`src/hdl/ama_regs.svh`:
```
/*
  Register offsets, field positions and reset values of the alarm mask aggregator.
  Assumes inclusion by bare name from package and modules.
*/
`ifndef AMA_REGS_SVH
`define AMA_REGS_SVH

`define AMA_ADDR_W           10
`define AMA_DATA_W           8
`define AMA_SUMMARY_ADDR     10'h2C0
`define AMA_STATUS_ADDR      10'h2C1
`define AMA_MASK_ADDR        10'h2C2
`define AMA_SELECT_ADDR      10'h2C3
`define AMA_SRC_N            5
`define AMA_STATUS_RESET     5'h1F
`define AMA_MASK_RESET       8'h1F
`define AMA_RSVD_RESET       3'h0
`define AMA_BIT_DIVIDER      0
`define AMA_BIT_OSC          1
`define AMA_BIT_REALIGN      2
`define AMA_BIT_LINK         3
`define AMA_BIT_LOCK         4
`define AMA_SUMMARY_BIT      0
`define AMA_SEL_BIT          0
`define AMA_SEL_RESET        1'h0
`define AMA_SUMMARY_RESET    1'h0
`define AMA_ZERO8            8'h00

`endif

```
`src/hdl/ama_pkg.sv`:
```
/*
  Types shared by the alarm mask aggregator modules.
  Assumes ama_regs.svh is on the include path.
*/
`default_nettype none
`include "ama_regs.svh"

package ama_pkg;
  typedef logic [`AMA_SRC_N-1:0] ama_src_t;
  typedef logic [`AMA_DATA_W-1:0] ama_byte_t;
  typedef logic [`AMA_ADDR_W-1:0] ama_addr_t;
endpackage

`default_nettype wire

```
`src/hdl/ama_sticky.sv`:
```
/*
  Five sticky alarm status bits: set by condition, cleared by writing one.
  Assumes conditions are synchronous to ref_clk.
*/
`timescale 1ns/100ps
`default_nettype none
`include "ama_regs.svh"

module ama_sticky
  import ama_pkg::*;
(
  // Clock and reset
  input  wire logic     ref_clk,
  input  wire logic     rst_n,
  // Conditions and clear
  input  wire ama_src_t cond,
  input  wire ama_src_t clr,
  // State
  output ama_src_t      status
);
  ama_src_t next_status;

  // Set wins over clear in the same cycle
  always_comb begin
    next_status = (status & ~clr) | cond;
  end

  always_ff @(posedge ref_clk or negedge rst_n) begin
    if (!rst_n) begin
      status <= `AMA_STATUS_RESET;
    end else begin
      status <= next_status;
    end
  end
endmodule // ama_sticky

`default_nettype wire

```
`src/hdl/ama_gate.sv`:
```
/*
  Mask gating and summary formation, registered one cycle.
  Assumes status and mask arrive from registers.
*/
`timescale 1ns/100ps
`default_nettype none
`include "ama_regs.svh"

module ama_gate
  import ama_pkg::*;
(
  // Clock and reset
  input  wire logic     ref_clk,
  input  wire logic     rst_n,
  // Inputs
  input  wire ama_src_t status,
  input  wire ama_src_t mask,
  // Summary
  output logic          summary
);
  logic next_summary;

  always_comb begin
    next_summary = |(status & ~mask);
  end

  // Registered so a change shows one cycle later
  always_ff @(posedge ref_clk or negedge rst_n) begin
    if (!rst_n) begin
      summary <= `AMA_SUMMARY_RESET;
    end else begin
      summary <= next_summary;
    end
  end
endmodule // ama_gate

`default_nettype wire

```
`src/hdl/ama_top.sv`:
```
/*
  Alarm mask aggregator: status, mask and summary registers with pin routing.
  Assumes a simple synchronous register port on ref_clk (200 MHz).
*/
// Overview of operation
// - Mask bit 4 set keeps the lock-loss alarm out of the summary.
// - Mask bit 3 set keeps the link-not-data alarm out of the summary.
// - Mask bit 2 set keeps the clock-realign alarm out of the summary.
// - Mask bit 1 set keeps the oscillator phase alarm out of the summary.
// - Mask bit 0 set keeps the divider mismatch alarm out of the summary.
// - Mask register at 0x2C2 resets to 0x1F; bits 7..5 read/write, reset zero.
// - Read-only summary bit 0 is one when any unmasked status bit is set.
// - Status bits set by hardware, cleared by writing one; reset all set.
// - A select setting routes the summary onto the calibration status pin.
`timescale 1ns/100ps
`default_nettype none
`include "ama_regs.svh"

module ama_top
  import ama_pkg::*;
(
  // Clock and reset
  input  wire logic      ref_clk,
  input  wire logic      rst_n,
  // Register port
  input  wire ama_addr_t reg_addr,
  input  wire ama_byte_t reg_wdata,
  input  wire logic      reg_wr,
  input  wire logic      reg_rd,
  output ama_byte_t      reg_rdata,
  // Alarm conditions
  input  wire logic      synth_lock_lost_flag,
  input  wire logic      link_not_data_flag,
  input  wire logic      clock_realign_flag,
  input  wire logic      osc_phase_upset_flag,
  input  wire logic      divider_mismatch_flag,
  // Calibration status source and pin
  input  wire logic      cal_done,
  output logic           cal_state_pin,
  // Interrupt
  output logic           irq
);
  ama_src_t  cond;
  ama_src_t  status;
  ama_src_t  clr;
  ama_byte_t alarm_source_mask;
  ama_byte_t next_mask;
  logic      status_sel;
  logic      next_sel;
  logic      summary;
  ama_byte_t next_rdata;
  ama_byte_t status_byte;

  function automatic logic hit(input ama_addr_t a, input ama_addr_t r);
    hit = (a == r);
  endfunction

  always_comb begin
    cond = '0;
    cond[`AMA_BIT_LOCK]    = synth_lock_lost_flag;
    cond[`AMA_BIT_LINK]    = link_not_data_flag;
    cond[`AMA_BIT_REALIGN] = clock_realign_flag;
    cond[`AMA_BIT_OSC]     = osc_phase_upset_flag;
    cond[`AMA_BIT_DIVIDER] = divider_mismatch_flag;
  end

  // Write-one-to-clear only touches the five alarm bits
  always_comb begin
    clr = '0;
    if (reg_wr && hit(reg_addr, `AMA_STATUS_ADDR)) begin
      clr = reg_wdata[`AMA_SRC_N-1:0];
    end
  end

  ama_sticky u_sticky (
    .ref_clk (ref_clk),
    .rst_n   (rst_n),
    .cond    (cond),
    .clr     (clr),
    .status  (status)
  );

  ama_gate u_gate (
    .ref_clk (ref_clk),
    .rst_n   (rst_n),
    .status  (status),
    .mask    (alarm_source_mask[`AMA_SRC_N-1:0]),
    .summary (summary)
  );

  // Mask and select registers
  always_comb begin
    next_mask = alarm_source_mask;
    next_sel  = status_sel;
    if (reg_wr && hit(reg_addr, `AMA_MASK_ADDR)) begin
      next_mask = reg_wdata;
    end
    if (reg_wr && hit(reg_addr, `AMA_SELECT_ADDR)) begin
      next_sel = reg_wdata[`AMA_SEL_BIT];
    end
  end

  always_ff @(posedge ref_clk or negedge rst_n) begin
    if (!rst_n) begin
      alarm_source_mask <= `AMA_MASK_RESET;
      status_sel        <= `AMA_SEL_RESET;
    end else begin
      alarm_source_mask <= next_mask;
      status_sel        <= next_sel;
    end
  end

  // Status reserved bits have no storage; read as zero
  always_comb begin
    status_byte = `AMA_ZERO8;
    status_byte[`AMA_SRC_N-1:0] = status;
  end

  // Read data valid the cycle after the strobe only
  always_comb begin
    next_rdata = `AMA_ZERO8;
    if (reg_rd) begin
      case (reg_addr)
        `AMA_SUMMARY_ADDR: next_rdata[`AMA_SUMMARY_BIT] = summary;
        `AMA_STATUS_ADDR:  next_rdata = status_byte;
        `AMA_MASK_ADDR:    next_rdata = alarm_source_mask;
        `AMA_SELECT_ADDR:  next_rdata[`AMA_SEL_BIT] = status_sel;
        default:           next_rdata = `AMA_ZERO8;
      endcase
    end
  end

  always_ff @(posedge ref_clk or negedge rst_n) begin
    if (!rst_n) begin
      reg_rdata <= `AMA_ZERO8;
    end else begin
      reg_rdata <= next_rdata;
    end
  end

  // Pin and interrupt outputs; summary is already registered
  always_comb begin
    cal_state_pin = status_sel ? summary : cal_done;
    irq           = summary;
  end
endmodule // ama_top

`default_nettype wire

```
`config.mk`:
```
export PLATFORM = sky130hd
export DESIGN_NAME = ama_top
export DESIGN_NICKNAME = d
export VERILOG_FILES = /design/src/hdl/ama_pkg.sv /design/src/hdl/ama_sticky.sv /design/src/hdl/ama_gate.sv /design/src/hdl/ama_top.sv
export VERILOG_INCLUDE_DIRS = /design/src /design/src/hdl
export SDC_FILE = /design/constraint.sdc
export NUM_CORES = 1
export LEC_CHECK = 0
export BUFFER_PORTS_ARGS = -buffer_cell sky130_fd_sc_hd__buf_2
export CAP_MARGIN = 20
export CORE_UTILIZATION = 40
export DETAILED_ROUTE_END_ITERATION = 6
export GPL_TIMING_DRIVEN = 0
export PLACE_DENSITY_LB_ADDON = 0.25
export SYNTH_ARGS = -nofsm -noshare
export SYNTH_HDL_FRONTEND = slang
export SYNTH_HIERARCHICAL = 1
export SYNTH_SLANG_ARGS = --single-unit
```
`constraint.sdc`:
```
create_clock -name ref_clk -period 1.5 [get_ports ref_clk]
set_input_delay 0.15 -clock ref_clk [delete_from_list [all_inputs] [get_ports ref_clk]]
set_output_delay 0.15 -clock ref_clk [all_outputs]
set_load 0.05 [all_outputs]
```
Word-level counts from Yosys, hierarchy flattened:

Index checks and enable logic that the tools add are counted.

* equal/unequal tests: 4
* multiplexer cells: 5
* bitwise operators: 5
* reduce and logical (&&, ||, !) cells: 4

Operator list (number)
* $eq 10x10->1 const B: 4
* $pmux 7 s2: 1
* $and 5x5->5: 2
* $not 5->5: 2
* $mux 8: 1
* $mux 5: 1
* $or 5x5->5: 1
* $reduce_or 5->1: 1
* $pmux 1 s4: 1
* $logic_and 1x1->1: 3
* $mux 1: 1

* flip-flop bits (word level): 23
* input port bits: 28
* output and inout bits: 10
* logic and storage cells: 23

Logic depth before layout (Yosys ltp):

Gate-level depths: netlist of run 1.

* depth in word-level cells: 6
* mapped depth: 5
* mapped depth without buffers: 5

Hierarchy:

Netlist of run 1, hierarchy kept.

By module, submodules not included
* ama_top: times used 1, cells an instance 56, area each 774.5 µm², sequential area each 431.7 µm²
* ama_sticky: times used 1, cells an instance 15, area each 187.7 µm², sequential area each 131.4 µm²
* ama_gate: times used 1, cells an instance 8, area each 62.6 µm², sequential area each 25.0 µm²

Least setup slack after synthesis of run 1:

OpenSTA, ideal clock, no wires.

* kind: register -> register
* start point: register u_gate.summary
* end point: register reg_rdata[0]
* library setup time: 119 ps
* data arrival time: 1198 ps
* required time: 1381 ps
* slack: 183 ps
* stages on the path, launching flop included: 3
* buffers on the path: 0
* period minus slack after synthesis: 1317 ps
* path through: dfrtp_1 > mux4_2 > and2_1

* word-level cells in the longest chain between the ends: 2

RTL lines
* start, declared: line ama_gate.sv:19 `output logic summary`
* start signal, assigned: line ama_gate.sv:30 `` summary <= `AMA_SUMMARY_RESET; ``
* start signal, assigned: line ama_gate.sv:32 `summary <= next_summary;`
* $pmux 1 s4: line ama_top.sv:123 `case (reg_addr)`
* $mux 8: line ama_top.sv:122 `if (reg_rd) begin`
* named net next_rdata[0]: line ama_top.sv:51 `ama_byte_t next_rdata;`
* end signal, assigned: line ama_top.sv:135 `` reg_rdata <= `AMA_ZERO8; ``
* end signal, assigned: line ama_top.sv:137 `reg_rdata <= next_rdata;`
* end, declared: line ama_top.sv:30 `output ama_byte_t reg_rdata,`

The timed path passes the listed nets, and every way through them passes these cells.
A chain may end at the register's enable or synchronous reset.

Worst setup path in the final report of run 1:

* start point: register status_sel
* end point: output port cal_state_pin

* word-level cells in the longest chain between the ends: 1

RTL lines
* start, declared: line ama_top.sv:48 `logic status_sel;`
* start signal, assigned: line ama_top.sv:106 `` status_sel <= `AMA_SEL_RESET; ``
* start signal, assigned: line ama_top.sv:109 `status_sel <= next_sel;`
* $mux 1: line ama_top.sv:143 `cal_state_pin = status_sel ? summary : cal_done;`
* end, declared: line ama_top.sv:39 `output logic cal_state_pin,`

Every way passes these cells.

==> results of run 1 <==
placed cells by master (no fill, tap or decap):
cell and n:
buf_2 38, dfrtp_1 13, mux2_2 10, dfstp_2 10
inv_1 10, and2_1 6, and3_1 5, a21o_1 5
a22oi_1 4, nor2_1 4, clkbuf_4 3, nor2b_1 2
nand3_1 2, dlygate4sd3_1 2, nor4b_4 1, and4bb_2 1
and4_1 1, mux4_2 1, nand4_4 1, clkbuf_1 1
a222oi_1 1, o221ai_1 1
cells by family after synthesis:
logic type             after synthesis  synth area share (%)
and+or+nand+nor                     23                  16.8
buffers and inverters               11                  4.15
DFF                                 23                  57.4
muxes                               11                  13.2
AOI/OAI and AO/OA                   11                  8.43
layer usage:
layer | up-vias | GRT usage (%) | part of all wire (%)
met4 | 0 | 5.26 | 1.0
li1 | 365 | - | -
met3 | 2 | 3.77 | 6.1
met1 | 342 | 18.5 | 45
met2 | 24 | 24.9 | 48
met5 | - | 0 | 0
synth_stat cells:
master / count / share of area [%]
mux4_2: 1 / 2.2
and3_1: 5 / 3.1
and4_1: 1 / 0.85
o221ai_1: 1 / 0.85
a21o_1: 5 / 3.7
nand4_4: 1 / 2.1
buf_2: 1 / 0.49
dfrtp_1: 13 / 32
and4bb_2: 1 / 1.2
nand3_1: 2 / 0.98
nor2b_1: 2 / 1.2
nor2_1: 4 / 1.5
nor4b_4: 1 / 2.3
a22oi_1: 4 / 2.9
mux2_2: 10 / 11
dfstp_2: 10 / 26
a222oi_1: 1 / 0.98
inv_1: 10 / 3.7
and2_1: 6 / 3.7
per-stage QoR:
step	std cells	total power, mW	hold slack (ps)
after floorplan	79	0.671	-146
after global placement	144	0.726	136
after detailed placement	144	0.728	144
after CTS	149	1.01	4.38
after global routing	150	1.05	1.82
final	150	0.996	16.1
cell type report:
class | count | share of cell area [%]
Buffer | 1 | 0.388
Sequential cell | 23 | 45.5
Clock buffer | 4 | 2.03
Inverter | 10 | 2.91
Multi-Input combinational cell | 45 | 30.5
Tap cell | 28 | 2.71
Timing Repair Buffer | 39 | 15.9
state kept, by name (all words and copies together) (netlist names):
signal	flops
status_sel	1
alarm_source_mask	8
reg_rdata	8
u_sticky/status	5
u_gate/summary	1
how the worst min path moves through the flow:
stage                                       endpoint  slack [ps]
floorplan           alarm_source_mask[5]$_DFFE_PN0P_        -150
global placement    alarm_source_mask[6]$_DFFE_PN0P_         140
detailed placement  alarm_source_mask[5]$_DFFE_PN0P_         140
CTS                     u_sticky/status[2]$_DFF_PN1_           4
global route            u_sticky/status[4]$_DFF_PN1_           2
finish                  u_sticky/status[3]$_DFF_PN1_          20
power groups by stage:
stage | combinational, mW | clock (mW) | sequential, mW
2_1_floorplan | 0.0317 | 0 | 0.639
3_3_place_gp | 0.0866 | 0 | 0.639
3_5_place_dp | 0.0888 | 0 | 0.640
4_1_cts | 0.0915 | 0.289 | 0.629
5_1_grt | 0.101 | 0.322 | 0.630
6_report | 0.0916 | 0.275 | 0.629
timing repair:
action / 4_1_cts / 5_1_grt
endpoints found under the hold margin: 13 / 1
endpoints found under the setup margin: 0 / 0
hold buffers: 1 / 1
==> key figures, run 1 <==
Worst hold path
  • Min-delay worst type: input pin to register
  • Hold path depth: 2
  • Hold_sp: link_not_data_flag

Clocking
  • CTS max path bufs: 2
  • Post-cts resize count: 0
  • CTS tree: yes
  • Clk Tree Root Cell: clkbuf_4
  • Post-CTS Setup Inserts: 0
  • Clk_lat worst skew: 300 ps
  • Clk sinks: 23
  • H-tree depth: 1
  • Number of buffers created by CTS: 3
  • Clk slew on worst S/H paths: 110 ps

Placement
  • Final Wtd Congestion: 0.747
  • Placed cell area: 0.00124 sq mm
  • Setup WS pre-CTS: 20.4 ps
  • Dpl hpwl: 1400 um
  • Number of I/O port buffers: 37

Layout
  • Layout cell share with drive strength beyond 1: 53.3%
  • FF+latch area: 588 sq um
  • # fillers: 226
  • Area grow syn2layout: 26.0%
  • Finished Core Util: 55.7%
  • Footprint of the multi-input gates: 394 sq um
  • # nets final: 151
  • Design area: 0.00129 sq mm
  • N_diodes: 0

Critical path
  • Worst flop-to-flop path endpoint: u_gate/summary$_DFF_PN0_
  • Crit path depth: 2
  • Critical R2R Launch: alarm_source_mask[3]$_DFFE_PN1P_
  • Slowest cell on crit path: dfrtp_1
  • FF-to-FF setup slack: 260 ps
  • WP data required: 1350 ps
  • Crit path cell chain: mux2_2 -> buf_2
  • Setup crit end: cal_state_pin
  • CP Launch Type: register
  • Delay-heaviest family, CP: flip-flops
  • Worst Setup SP: status_sel$_DFFE_PN0P_
  • Slowest stage delay, CP: 400 ps
  • CP Class: register to output pin
  • Worst Reg2Reg Path Length in Cells: 3
  • Critical path buffers and inverters: 1
  • CP max FO: 3
  • Crit path DAT: 1260 ps
  • CP Capture Type: output pin

GRT
  • Vias in the first global route: 667
  • Largest net degree at the start of global routing: 24
  • GRT overflow: 0
  • Initial antenna violation count: 0
  • First-pass GRT wire length: 2990 um
  • Gr usage total: 14.9%

Power
  • Max IR drop VDD: 0.520 mV
  • Pleak: 0.647 nW
  • Power per cell area: 771 mW/mm^2
  • Int Power: 0.776 mW
  • Sw Ratio: 22.1%
  • Combinational power share: 9.2%
  • Sequential Power Share: 63.2%
  • P_sw: 0.220 mW
  • Clock power frac: 27.6%

Detailed routing
  • DR vias/cell: 4.89
  • Drt wl/cell: 12.1 um
  • DR iter-0 viols: 14
  • DRC Markers: 0
  • DR vias: 733
  • Routed Antenna Nets: 0
  • DRT Wirelength: 1820 um
  • DRT Pass-1 Iters: 4

Timing
  • Worst setup margin: 91.3 ps
  • Max-slew headroom: 67.5%
  • Clock Skews: 0.512 ps
  • Crit share post-route: 93.9%
  • Hold Fails Final Rpt: 0
  • Endpoints failing setup: 0
  • Maximum clock rate: 710 MHz
  • Post-Route Setup TNS: 0 ps
  • RSZ-0062 raised after global routing: false
  • Worst slew pin tran: 487 ps
  • Fin crit period: 1410 ps
  • Fin. max-slew vios: 0

Synthesis
  • Post-synthesis cell count: 79
  • Synth Register Bits: 23
  • Synthesized cell area: 0.00102 sq mm
  • Register area share after synthesis: 57.4%
  • Unique masters post-synth: 19
  • Avg Inst Size Synth: 13.0 sq um
  • Ys Warns: 6
  • Net Count, Synth: 107

Die
  • Num ports: 38
  • Die extent in y: 52.6 um
  • Core Area: 0.00232 sq mm
  • Die ar.: 0.00277 sq mm
  • Die width: 52.6 um
  • Rows: 17
  • Starting Density: 44.2%

Run status
  • Status: completed

Job
  • Maxcap violations: 0
(Power assumes the default switching activity.)
==> run 2: changes to the inputs <==
- clock period: 1.5 -> 1.2 ns (I/O delays scaled with it)
==> run 2 against run 1 <==
Net effect:
- the run now ends with setup timing left
- highest routed layer unchanged
- via count increased by 4.0%
- largest cell class unchanged
- utilization increased by 2.8 points
- register-to-register slack got worse by 260 ps
- final cell count increased by 3.3%
- largest power group unchanged
- worst setup slack got worse by 200 ps
- clock skew increased by 7.0 ps
- first-iteration DRC count increased by 86%
- wire length increased by 10%
- non-clock buffer count increased by 5
==> key figures, run 2 (same netlist as run 1, synthesis figures left out) <==
Run status
  • Status: complete, but fails checks
  • Failing checks: setup timing

Layout
  • Design area: 0.00136 sq mm (+4.9%)
  • Final std cells w/o fill: 155 (+3.3%)
  • Most common cell after layout, fill and taps aside: buf_2
  • N_diodes: 0 (unchanged)
  • Layout cell share with drive strength beyond 1: 54.3% (+1.1 points)
  • # fillers: 202 (-11%)
  • Finished Core Util: 58.4% (+2.8 points)
  • Most frequent cells in the layout: 37 x buf_2, 12 x dfrtp_1, 10 x dfstp_2
  • Area grow syn2layout: 32.2%
  • Largest regs: alarm_source_mask (8), reg_rdata (8), u_sticky/status (5)
  • # nets final: 156 (+3.3%)

Power
  • Power per cell area: 935 mW/mm^2 (+21%)
  • P_sw: 0.284 mW (+29%)
  • Max IR drop VDD: 0.577 mV (+11%)
  • Sequential Power Share: 62.0% (-1.2 points)
  • Combinational power share: 10.4% (+1.2 points)
  • Clock power frac: 27.6% (about the same)
  • Power, Total: 1.27 mW (+27%)
  • Int Power: 0.984 mW (+27%)
  • Pleak: 0.676 nW (+4.4%)
  • Sw Ratio: 22.4% (+0.33 points)

Timing
  • Endpoints failing setup: 1 (+1)
  • Fin. max-slew vios: 0 (unchanged)
  • Hold Fails Final Rpt: 0 (unchanged)
  • Worst setup margin: -111 ps (-202 ps)
  • RSZ-0062 raised after global routing: true
  • Crit share post-route: 109%
  • Clock Skews: 7.50 ps (+6.99 ps)
  • Post-Route Setup TNS: -111 ps (-111 ps)
  • Fin crit period: 1310 ps
  • Worst slew pin tran: 486 ps (-0.679 ps)
  • Max-slew headroom: 67.6% (about the same)
  • Hold Worst Slack: 44.7 ps (+28.6 ps)
  • Maximum clock rate: 763 MHz

Critical path
  • CP Capture Type: output pin
  • Worst Reg2Reg Path Length in Cells: 3 (unchanged)
  • Crit path DAT: 1190 ps (-70 ps)
  • Critical path buffers and inverters: 1 (unchanged)
  • WP data required: 1080 ps (-270 ps)
  • Slowest cell on crit path: dfrtp_1
  • CP Class: register to output pin
  • Slowest stage delay, CP: 420 ps (+20 ps)
  • CP Launch Type: register
  • CP max FO: 3 (unchanged)
  • Crit path cell chain: mux2_4 -> buf_8
  • Crit path depth: 2 (unchanged)
  • Delay-heaviest family, CP: flip-flops

Die
  • Die extent in y: 52.6 um (unchanged)
  • Die width: 52.6 um (unchanged)
  • Rows: 17 (unchanged)
  • Num ports: 38 (unchanged)
  • Die ar.: 0.00277 sq mm (unchanged)
  • Starting Density: 44.2% (unchanged)
  • Core Area: 0.00232 sq mm (unchanged)

Detailed routing
  • DR vias/cell: 4.92 (+0.60%)
  • DR vias: 762 (+4.0%)
  • DRT Pass-1 Iters: 4 (unchanged)
  • DRT Wirelength: 2010 um (+10%)
  • DR iter-0 viols: 26 (+12)
  • DRC Markers: 0 (unchanged)
  • Routed Antenna Nets: 0 (unchanged)
  • Drt wl/cell: 13.0 um (+6.8%)

Clocking
  • Clk Tree Root Cell: clkbuf_4
  • H-tree depth: 1 (unchanged)
  • Clk slew on worst S/H paths: 120 ps (about the same)
  • CTS max path bufs: 2 (unchanged)
  • Clk sinks: 23 (unchanged)
  • CTS tree: yes
  • Number of buffers created by CTS: 3 (unchanged)
  • Clk_lat worst skew: 300 ps (about the same)

GRT
  • Met3 Resource Use GR: 2.61% (-1.2 points)
  • Initial antenna violation count: 0 (unchanged)
  • GRT overflow: 0 (unchanged)
  • GRT met1 Usage: 20.3% (+1.8 points)
  • GRT met2 Usage: 26.2% (+1.3 points)
  • Gr usage total: 16.0% (+1.1 points)
  • Global routing's busiest layer: met2
  • Vias in the first global route: 735 (+10%)
  • Largest net degree at the start of global routing: 24 (unchanged)
  • First-pass GRT wire length: 3150 um (+5.6%)

Job
  • Maxcap violations: 0 (unchanged)

Worst hold path
  • Hold path depth: 2 (unchanged)
  • Min-delay worst type: input pin to register

Placement
  • DP Cell Count: 144 (unchanged)
  • Dpl hpwl: 1480 um (+5.6%)
  • Setup WS pre-CTS: -280 ps (-300 ps)
  • Placed cell area: 0.00125 sq mm (+0.10%)
  • Final Wtd Congestion: 0.782 (+4.7%)
  • Number of I/O port buffers: 37 (unchanged)
## run 2: cell types whose count changed in the layout (fill, tap and decap cells not counted), sizes merged
cell,previous run,this run
buf,38,39
dlygate4sd3,2,6
## run 2: power by group through the flow
| stage | Clock (mW) | Sequential (mW) | Combinational, mW |
|---|---|---|---|
| 5_1_grt | 0.396 | 0.787 | 0.144 |
| 6_report | 0.350 | 0.786 | 0.132 |
| 4_1_cts | 0.366 | 0.786 | 0.132 |
| 3_5_place_dp | 0 | 0.799 | 0.112 |
| 3_3_place_gp | 0 | 0.799 | 0.109 |
| 2_1_floorplan | 0 | 0.799 | 0.0396 |
## run 2: cell type report
type | count | area (sq um) | area share, %
timing repair buffer | 44 | 263 | 19.4
sequential | 23 | 589 | 43.5
buffer | 1 | 5.00 | 0.369
inverter | 10 | 37.5 | 2.77
clock buffer | 4 | 26.3 | 1.94
multi-input combinational | 45 | 399 | 29.5
tap | 28 | 35.0 | 2.59
## run 2: per-layer routing
| metal | wire length [um] | up-vias |
|---|---|---|
| met5 | 0 | - |
| met2 | 990 | 29 |
| met3 | 102 | 2 |
| li1 | - | 372 |
| met1 | 901 | 359 |
| met4 | 15 | 0 |
## run 2: final timing paths
kind | startpoint | end | slack [ps]
max | status_sel$_DFFE_PN0P_ | cal_state_pin | -110
min reg2reg | alarm_source_mask[5]$_DFFE_PN0P_ | alarm_source_mask[5]$_DFFE_PN0P_ | 510
min | reg_wdata[4] | alarm_source_mask[4]$_DFFE_PN1P_ | 40
min in group asynchronous | rst_n | reg_rdata[4]$_DFF_PN0_ | 300
max reg2reg | alarm_source_mask[3]$_DFFE_PN1P_ | u_gate/summary$_DFF_PN0_ | 0
max in group asynchronous | rst_n | u_sticky/status[0]$_DFF_PN1_ | 550
## run 2: repair_timing
action / in CTS / in global routing
hold buffers: 5 / 1
pin swaps: 1 / 1
setup buffers: 1 / 0
hold endpoints to repair: 17 / 1
resized for setup: 4 / 2
setup endpoints to repair: 2 / 6
==> run 3: changes to the inputs <==
- CORE_UTILIZATION: 40 -> 30
==> run 3 against run 2 <==
Net effect:
- the flow still finishes with violations (setup timing)
- clock-buffer cell count is 1 lower
- combinational power is essentially flat
- sequential power barely moved
- highest routed layer unchanged
==> key figures, run 3 (same netlist as run 1, synthesis figures left out) <==
Run status
  • Failing checks: setup timing
  • Status: complete, but fails checks

Critical path
  • Critical R2R Launch: status_sel$_DFFE_PN0P_
  • CP Class: register to output pin
  • Crit path DAT: 1170 ps (-20 ps)
  • Slowest cell on crit path: dfrtp_1
  • Crit path cell chain: mux2_2 -> buf_6
  • WP data required: 1080 ps (about the same)
  • Critical path buffers and inverters: 1 (unchanged)
  • CP Capture Type: output pin
  • Worst Reg2Reg Path Length in Cells: 3 (unchanged)
  • CP Launch Type: register
  • Delay-heaviest family, CP: flip-flops
  • Slowest stage delay, CP: 380 ps (-40 ps)
  • Worst flop-to-flop path endpoint: reg_rdata[0]$_DFF_PN0_
  • Crit path depth: 2 (unchanged)
  • CP max FO: 2 (-1)
  • FF-to-FF setup slack: -30 ps (-30 ps)

GRT
  • Gr usage total: 12.4% (-3.5 points)
  • GRT overflow: 0 (unchanged)
  • Largest net degree at the start of global routing: 24 (unchanged)
  • Vias in the first global route: 765 (+4.1%)
  • First-pass GRT wire length: 3350 um (+6.1%)
  • Initial antenna violation count: 0 (unchanged)

Placement
  • Setup WS pre-CTS: -276 ps (+3.67 ps)
  • Placed cell area: 0.00127 sq mm (+1.6%)
  • Final Wtd Congestion: 0.738 (-5.6%)
  • Dpl hpwl: 1470 um (-0.64%)
  • Number of I/O port buffers: 37 (unchanged)

Worst hold path
  • Hold_sp: reg_wdata[6]
  • Hold path depth: 2 (unchanged)
  • Hold endpoint: alarm_source_mask[6]$_DFFE_PN0P_
  • Min-delay worst type: input pin to register

Timing
  • Worst slew pin tran: 500 ps (+14.0 ps)
  • Hold Fails Final Rpt: 0 (unchanged)
  • Fin crit period: 1290 ps (-18.3 ps)
  • Hold Worst Slack: 36.3 ps (-8.43 ps)
  • Max-slew headroom: 66.7% (-0.93 points)
  • Maximum clock rate: 774 MHz (+1.4%)
  • Clock Skews: 1.41 ps (-6.09 ps)
  • Crit share post-route: 108% (-1.5 points)
  • RSZ-0062 raised after global routing: true
  • Fin. max-slew vios: 0 (unchanged)
  • Post-Route Setup TNS: -123 ps (-11.7 ps)
  • Worst setup margin: -92.6 ps (+18.3 ps)
  • Endpoints failing setup: 2 (+1)

Die
  • Die extent in y: 60.4 um (+15%)
  • Rows: 20 (+3)
  • Starting Density: 32.5% (-12 points)
  • Die width: 60.4 um (+15%)
  • Core Area: 0.00315 sq mm (+36%)
  • Num ports: 38 (unchanged)
  • Die ar.: 0.00365 sq mm (+32%)

Job
  • Maxcap violations: 0 (unchanged)

Detailed routing
  • DR vias: 779 (+2.2%)
  • Routed Antenna Nets: 0 (unchanged)
  • Drt wl/cell: 11.2 um (-13%)
  • DR vias/cell: 4.50 (-8.4%)
  • DRT Pass-1 Iters: 4 (unchanged)
  • DRC Markers: 0 (unchanged)
  • DRT Wirelength: 1940 um (-3.3%)
  • DR iter-0 viols: 8 (-69%)

Layout
  • Footprint of the multi-input gates: 398 sq um (-0.31%)
  • # nets final: 158 (+1.3%)
  • Most common cell after layout, fill and taps aside: buf_2
  • Most frequent cells in the layout: 37 x buf_2, 12 x dfrtp_1, 10 x mux2_2, 10 x dfstp_2, 9 x inv_1
  • Area grow syn2layout: 35.3%
  • Layout cell share with drive strength beyond 1: 56.6% (+2.3 points)
  • N_diodes: 0 (unchanged)
  • Design area: 0.00139 sq mm (+2.3%)
  • Largest regs: alarm_source_mask (8), reg_rdata (8), u_sticky/status (5)
  • # fillers: 319 (+58%)
  • FF+latch area: 589 sq um (unchanged)

Clocking
  • Number of buffers created by CTS: 3 (unchanged)
  • CTS tree: yes
  • Clk sinks: 23 (unchanged)
  • Clk Tree Root Cell: clkbuf_4
  • H-tree depth: 1 (unchanged)
  • CTS max path bufs: 2 (unchanged)
  • Clk slew on worst S/H paths: 130 ps (about the same)
  • Clk_lat worst skew: 300 ps (about the same)

Power
  • Power per cell area: 915 mW/mm^2 (-2.2%)
  • Pleak: 0.687 nW (+1.6%)
  • Max IR drop VDD: 0.336 mV (-42%)
run 3: cell count changes in the layout (fill, tap and decap cells not counted), sizes merged:
cell / delta
clkinv: +1
buf: +2
clkbuf: -1
run 3: worst max-delay path by stage:
stage | startpoint | endpoint | slack [ps]
after global routing | status_sel$_DFFE_PN0P_ | cal_state_pin | -140
final | status_sel$_DFFE_PN0P_ | cal_state_pin | -90
after detailed placement | reg_addr[8] | u_sticky/status[2]$_DFF_PN1_ | -280
after global placement | reg_addr[8] | u_sticky/status[1]$_DFF_PN1_ | -250
after floorplan | u_gate/summary$_DFF_PN0_ | reg_rdata[0]$_DFF_PN0_ | -20
after CTS | status_sel$_DFFE_PN0P_ | cal_state_pin | -110
run 3: repair_timing:
action | 4_1_cts | 5_1_grt
setup buffers | 3 | 0
hold buffers | 6 | 0
endpoints found under the hold margin | 18 | 0
pin swaps | 1 | 1
gates resized for setup | 3 | 2
endpoints found under the setup margin | 2 | 7
run 3: per-stage QoR:
| stage | total power [mW] | utilization [%] | instances |
|---|---|---|---|
| 2_1_floorplan | 0.839 | - | 79 |
| 3_3_place_gp | 0.908 | 40.2 | 160 |
| 3_5_place_dp | 0.911 | 40.2 | 160 |
| 4_1_cts | 1.28 | 43.9 | 173 |
| 5_1_grt | 1.34 | 44.0 | 173 |
| 6_report | 1.27 | 44.0 | 173 |
run 3: report_power, final:
| group | switching (mW) | internal [mW] |
|---|---|---|
| combinational | 0.0600 | 0.0694 |
| clock | 0.229 | 0.124 |
| sequential | 0.00265 | 0.783 |
| total | 0.292 | 0.977 |
run 3: final cells by class:
cell class / instances / share of cell area (%)
tap: 44 / 3.97
sequential: 23 / 42.5
multi-input combinational: 45 / 28.7
timing repair buffer: 46 / 19.8
inverter: 10 / 2.71
clock inverter: 1 / 0.361
buffer: 1 / 0.361
clock buffer: 3 / 1.62
run 3: worst register-to-register path, delay by kind of cell, from the launching register on:
family                 cells  cell delay, ps
AND/OR/NAND/NOR            1             150
buffers and inverters      1             140
flip-flops                 1             410
multiplexers               1             450
run 3: layer usage:
| layer | routed length, um | vias up | GRT usage [%] |
|---|---|---|---|
| met1 | 843 | 373 | 15.8 |
| li1 | - | 378 | - |
| met3 | 121 | 2 | 2.99 |
| met5 | 0 | - | 0 |
| met4 | 14 | 0 | 4.87 |
| met2 | 963 | 26 | 20.6 |
